## config.mk

```make
export PLATFORM = sky130hd
export DESIGN_NAME = pmc_cap_regs
export DESIGN_NICKNAME = d
export VERILOG_FILES = /design/src/rtl/pmc_pkg.sv /design/src/rtl/pmc_cap_regs.sv /design/src/rtl/pmc_power_level.sv
export SDC_FILE = /design/constraint.sdc
export NUM_CORES = 1
export LEC_CHECK = 0
export ABC_AREA = 1
export BUFFER_PORTS_ARGS = -buffer_cell sky130_fd_sc_hd__buf_2
export CAP_MARGIN = 20
export CORE_AREA = 2 2 48 50
export CTS_CLUSTER_DIAMETER = 120
export DETAILED_ROUTE_END_ITERATION = 16
export DIE_AREA = 0 0 50 52
export GPL_TIMING_DRIVEN = 0
export MAX_ROUTING_LAYER = met4
export PLACE_DENSITY = 0.77
export SETUP_SLACK_MARGIN = 0.02
export SLEW_MARGIN = 20
export SYNTH_ARGS = -nofsm -noshare
export SYNTH_HDL_FRONTEND = slang
export SYNTH_SLANG_ARGS = --single-unit
```

## constraint.sdc

```tcl
create_clock -name CLK_SYS -period 0.8 [get_ports CLK_SYS]
set_input_delay 0.08 -clock CLK_SYS [delete_from_list [all_inputs] [get_ports CLK_SYS]]
set_output_delay 0.08 -clock CLK_SYS [all_outputs]
set_load 0.05 [all_outputs]
```

## src/rtl/pmc_pkg.sv

```systemverilog
package pmc_pkg;

  // configuration byte offsets
  localparam logic [7:0] OFF_PM_CAP_ID = 8'h50;
  localparam logic [7:0] OFF_PM_NEXT = 8'h51;
  localparam logic [7:0] OFF_CSR = 8'h54;
  localparam logic [7:0] OFF_BSE = 8'h56;
  localparam logic [7:0] OFF_PM_DATA = 8'h57;
  localparam logic [7:0] OFF_MSI_ID = 8'h70;
  localparam logic [7:0] OFF_MSI_NEXT = 8'h71;

  // dword indices seen on the access port
  localparam logic [5:0] DW_PM_HEAD = OFF_PM_CAP_ID[7:2];
  localparam logic [5:0] DW_CSR = OFF_CSR[7:2];
  localparam logic [5:0] DW_MSI_HEAD = OFF_MSI_ID[7:2];

  // byte lanes inside a dword
  localparam int LANE_PM_NEXT = 1;
  localparam int LANE_CSR_LO = 0;
  localparam int LANE_BSE = 2;
  localparam int LANE_PM_DATA = 3;
  localparam int LANE_MSI_ID = 0;
  localparam int LANE_MSI_NEXT = 1;

  // read values and reset values
  localparam logic [7:0] VAL_PM_CAP_ID = 8'h01;
  localparam logic [7:0] VAL_PM_NEXT = 8'h70;
  localparam logic [15:0] RST_CSR = 16'h0008;
  localparam logic [7:0] VAL_BSE = 8'h00;
  localparam logic [7:0] VAL_PM_DATA = 8'h00;
  localparam logic [7:0] VAL_MSI_ID = 8'h05;
  localparam logic [7:0] VAL_MSI_NEXT = 8'h80;

  // control/status field positions
  localparam int POS_LEVEL_LSB = 0;
  localparam int POS_LEVEL_MSB = 1;
  localparam int POS_NO_SOFT_RST = 3;
  localparam int POS_EVENT_EN = 8;
  localparam int POS_EVENT_STAT = 15;

  localparam logic [1:0] LEVEL_D0 = 2'h0;
  localparam logic [1:0] LEVEL_D1 = 2'h1;
  localparam logic [1:0] LEVEL_D2 = 2'h2;
  localparam logic [1:0] LEVEL_D3HOT = 2'h3;
  localparam logic [1:0] RST_LEVEL = LEVEL_D0;

endpackage

```

## src/rtl/pmc_cap_regs.sv

```systemverilog
module pmc_cap_regs (
  input wire logic CLK_SYS,
  input wire logic RESET,
  input wire logic CFG_RD,
  input wire logic CFG_WR,
  input wire logic [5:0] CFG_DW_ADDR,
  input wire logic [3:0] CFG_BE,
  input wire logic [31:0] CFG_WDATA,
  output logic [31:0] CFG_RDATA,
  output logic CFG_ACK,
  output logic [1:0] FUNCTION_POWER_LEVEL
);

  logic [1:0] level;
  logic level_wr;
  logic [15:0] csr_value;
  logic [31:0] next_rdata;
  logic is_read;

  // write wins when both strobes are high
  assign is_read = CFG_RD && !CFG_WR;

  // only lane 0 of the csr dword stores
  assign level_wr = CFG_WR && (CFG_DW_ADDR == pmc_pkg::DW_CSR) && CFG_BE[pmc_pkg::LANE_CSR_LO];

  pmc_power_level u_level (
    .clk(CLK_SYS),
    .rst(RESET),
    .wr_en(level_wr),
    .wr_level(CFG_WDATA[pmc_pkg::POS_LEVEL_MSB:pmc_pkg::POS_LEVEL_LSB]),
    .function_power_level(level)
  );

  assign csr_value = pmc_pkg::RST_CSR | {14'h0000, level};

  always_comb begin
    next_rdata = 32'h0000_0000;
    if (is_read) begin
      case (CFG_DW_ADDR)
        pmc_pkg::DW_PM_HEAD: begin
          next_rdata[7:0] = pmc_pkg::VAL_PM_CAP_ID;
          next_rdata[8 * pmc_pkg::LANE_PM_NEXT +: 8] = pmc_pkg::VAL_PM_NEXT;
        end
        pmc_pkg::DW_CSR: begin
          next_rdata[15:0] = csr_value;
          next_rdata[8 * pmc_pkg::LANE_BSE +: 8] = pmc_pkg::VAL_BSE;
          next_rdata[8 * pmc_pkg::LANE_PM_DATA +: 8] = pmc_pkg::VAL_PM_DATA;
        end
        pmc_pkg::DW_MSI_HEAD: begin
          next_rdata[8 * pmc_pkg::LANE_MSI_ID +: 8] = pmc_pkg::VAL_MSI_ID;
          next_rdata[8 * pmc_pkg::LANE_MSI_NEXT +: 8] = pmc_pkg::VAL_MSI_NEXT;
        end
        default: begin
          next_rdata = 32'h0000_0000;
        end
      endcase
    end
  end

  always_ff @(posedge CLK_SYS) begin
    if (RESET) begin
      CFG_RDATA <= 32'h0000_0000;
    end else begin
      CFG_RDATA <= next_rdata;
    end
  end

  always_ff @(posedge CLK_SYS) begin
    if (RESET) begin
      CFG_ACK <= 1'b0;
    end else begin
      CFG_ACK <= CFG_RD || CFG_WR;
    end
  end

  always_ff @(posedge CLK_SYS) begin
    if (RESET) begin
      FUNCTION_POWER_LEVEL <= pmc_pkg::RST_LEVEL;
    end else begin
      FUNCTION_POWER_LEVEL <= level;
    end
  end
endmodule

```

## src/rtl/pmc_power_level.sv

```systemverilog
// holds the writable function power level field
module pmc_power_level (
  input wire logic clk,
  input wire logic rst,
  input wire logic wr_en,
  input wire logic [1:0] wr_level,
  output logic [1:0] function_power_level
);

  always_ff @(posedge clk) begin
    if (rst) begin
      function_power_level <= pmc_pkg::RST_LEVEL;
    end else if (wr_en) begin
      function_power_level <= wr_level;
    end
  end

endmodule

```

Yosys cells after proc, flatten, opt, wreduce, memory -nomap -nowiden
Cells that the tools add are included.

word-level totals
  latch bits = 0
  input bits = 46
  bits in registers = 37
  memory bits (read-only) = 0
  memories = 0
  bits in writable memories = 0

cells by class
  mux-type cells = 1
  shift operators = 0
  multiply operators = 0
  equality and inequality tests = 3
  div/mod/pow operators = 0
  order comparisons = 0
  reduce and logical (&&, ||, !) cells = 6
  bitwise logic cells = 1
  add/subtract/negate cells = 0

operators with widths
  operator                                                         count
  16-bit one-hot mux with 3 select lines                           1
  6-bit by 5-bit == test with 1-bit output, second input constant  3
  1-bit logical AND                                                3
  2-bit OR reduction                                               1
  1-bit zero test                                                  1
  1-bit logical OR                                                 1
  1-bit inverter                                                   1

Depth between registers and ports, before layout
  depth after elaboration = 4
  gate-level depth with buffers = 6

By module
Synthesis repeated with hierarchy kept, for this count alone.

second synthesis, totals
  cell total of the unflattened synthesis = 86
  area total of the unflattened synthesis = 623.1 µm²

modules (own cells, without submodules)
  module           cells an instance  times used  area each (µm²)  sequential area each (µm²)
  pmc_cap_regs     73                 1           541.8            160.2
  pmc_power_level  13                 1           81.3             40.0

Worst setup path before layout
Ideal clock, no wire load.

  path type = register to output
  start point = register, netlist name CFG_RDATA[14]
  end point = output CFG_RDATA[13]
  slack = -194 ps
  cell stages (with the launch flop) = 2
  arrival = 914 ps
  cell sequence = dfxtp_1 buf_4

RTL lines
  item              line               source
  end: declaration  pmc_cap_regs.sv:9  output logic [31:0] CFG_RDATA,

==> results.txt <==
Placed Area -> 870.8 µm²
Min Tclk post-route -> 0.9375 ns
Startpoint Class -> flop
Synth warn -> 0
Pre-CTS setup slack -> -0.01280 ns
Dpl hpwl -> 979.8 µm
PD cells -> 1291 nW/µm²
Net Sw Frac -> 37.00%
Area Overhead vs Synth -> 60.68%
CTS Sinks -> 10
Yosys top cell area share -> 32.34%
Hold WC Path Type -> in2reg
Combinational group share of total power -> 35.4%
Largest net degree at the start of global routing -> 7
Dominant cells by area after synthesis -> buf_4, dfxtp_1, nor2_2, inv_1, nand2_1
Crit path kind -> reg2out
Cell taking the most area after synthesis -> buf_4
Port bufs -> 23
Final hold viol count -> 0
GR Overflow Total -> 0
Internal power -> 0.0008191 W
Syn Inst Count -> 84
Worst Path Arrival -> 0.86 ns
TritonCTS clock tree -> yes
CTS root buffer -> clkbuf_4
Crit-path max FO -> 2
Cts bufs inserted -> 3
Final Max Tran Viols -> 0
Final wirelength -> 1174 µm
Status -> complete, but fails checks
Antenna diodes -> 0
Fraction of layout cells with a size suffix above 1 -> 53.73%
Mapped cell area -> 626.9 µm²
Unique cell type count in the Yosys netlist -> 14
Remaining DRCs -> 0
Global Route Usage Sum -> 10.29%
Crit share post-route -> 117.2%
Via density -> 3.469
Clk_lat worst skew -> 0.26 ns
Vias in the first global route -> 508
Die ar. -> 2600 µm²
Die width -> 50 µm
Unrepaired setup endpoints after global routing -> yes
Vias post-DR -> 562
Design Power -> 0.001300 W
Clock Skews -> 0.003577 ns
Clock transition at path regs -> 0.06 ns
Top Ports -> 81
Flop pwr share -> 38.4%
Fmax -> 1067 MHz
Worst hold slack -> 0.02757 ns
CTS Hold Bufs -> 0
Pre-Repair DR Iteration Count -> 4
CTS max path bufs -> 2
VDD IR-drop max -> 0.0006765 V
Chip Height -> 52 µm
Violated checks -> negative setup slack
Leakage power -> 0.5696 nW
Global-route wire length before repair -> 1952 µm
Final setup margin -> -0.1375 ns
Post-synthesis sequential area ratio -> 31.94%
Yosys reg bits -> 10
DR WL/cell -> 7.247 µm
Data required, critical path -> 0.72 ns
Placeable Area -> 2106 µm²
Post-Layout Inst Area -> 1007 µm²
DRT iter0 DRCs -> 6
Clock power share -> 26.2%
RD Place Congestion -> 0.7582
Final nets -> 181
Std cell rows -> 17
Initial antenna violation count -> 0
Mean Syn Cell Area -> 7.463 µm²
Switching power -> 0.0004811 W
Post-CTS setup buffers -> 0
Max-cap violation count -> 0
Remaining antenna violation count after routing -> 0
Final setup violation count -> 10
# H-tree levels -> 1
Initial Util -> 29.77%
Critical path capture point type -> output port
-- cell usage after synthesis --
| cell | number |
|---|---|
| nand2_2 | 1 |
| nor2_2 | 7 |
| dfxtp_1 | 10 |
| nand3_2 | 1 |
| buf_4 | 27 |
| nand3_1 | 3 |
| nand2_1 | 9 |
| nor2_4 | 1 |
| nand3b_1 | 2 |
| conb_1 | 1 |
| inv_1 | 11 |
| a21oi_1 | 2 |
| nor2_1 | 8 |
| inv_2 | 1 |
-- stage by stage --
step / instances / utilization (%) / setup TNS, ns
floorplan: 107 / - / 0
global placement: 158 / 41.35 / 0
detailed placement: 158 / 41.35 / -0.01280
CTS: 162 / 47.30 / -0.6050
global route: 162 / 47.83 / -0.8774
finish: 162 / 47.83 / -0.5632
-- kinds of logic (layout without fill, tap and decap cells) --
| logic type | after synthesis | count (layout) | share of synthesized area (%) |
|---|---|---|---|
| other cells | 1 | 24 | 0.5982 |
| flops | 10 | 10 | 31.94 |
| compound gates | 2 | 2 | 1.597 |
| simple gates | 32 | 32 | 26.35 |
| buf+inv | 39 | 66 | 39.52 |
-- layer usage --
| layer | global-route usage, % | up-vias | wire length [µm] |
|---|---|---|---|
| li1 | - | 297 | - |
| met1 | 8.537 | 228 | 388 |
| met2 | 19.96 | 33 | 657 |
| met3 | 2.586 | 4 | 102 |
| met4 | 6.944 | 0 | 25 |
| met5 | - | - | 0 |
-- power groups by stage --
| stage | Clock (W) | Sequential (W) | Combinational (W) |
|---|---|---|---|
| finish | 0.000340 | 0.000500 | 0.000460 |
| global route | 0.000385 | 0.000499 | 0.000487 |
| CTS | 0.000353 | 0.000498 | 0.000451 |
| detailed placement | 0 | 0.000508 | 0.000445 |
| global placement | 0 | 0.000508 | 0.000442 |
| floorplan | 0 | 0.000522 | 0.000381 |
-- path summary, 6_finish.rpt --
kind,start,end,slack (ns),cells after the start
setup reg to reg,u_level.function_power_level[0],u_level.function_power_level[0],0.22,2
hold / removal,RESET,FUNCTION_POWER_LEVEL[1],0.03,2
setup / recovery,CFG_RDATA[2],CFG_RDATA[15],-0.14,2
hold reg to reg,u_level.function_power_level[0],FUNCTION_POWER_LEVEL[0],0.44,2
-- area by class of cell --
| class | instances | area [µm²] |
|---|---|---|
| Sequential cell | 10 | 215.2 |
| Buffer | 27 | 214.0 |
| Inverter | 12 | 45.04 |
| Fill cell | 209 | 1099 |
| Tap cell | 28 | 35.03 |
| Timing Repair Buffer | 23 | 206.4 |
| Multi-Input combinational cell | 58 | 265.3 |
| Clock buffer | 4 | 26.28 |
-- cell usage in the layout (no fill, tap or decap), types with 6 or more instances in the layout --
cell	count
inv_1	11
buf_6	6
nor2_1	8
nor2_2	7
buf_8	7
buf_4	25
nand2_1	9
conb_1	24
dfxtp_2	6
buf_2	12
-- state kept, by name, summed over array words and instances (netlist names) --
register / count
CFG_RDATA: 5
FUNCTION_POWER_LEVEL: 2
u_level.function_power_level: 2
CFG_ACK: 1
-- worst max-delay path, stage by stage, from the launching register on --
cell and delay (ns):
dfxtp_4 0.35, buf_6 0.11, buf_8 0.14
-- timing repair --
action	CTS	global route
pin swaps	0	0
setup endpoints to repair	11	11
gates resized for setup	34	3
No activity file was read; power rests on OpenSTA's default activity.
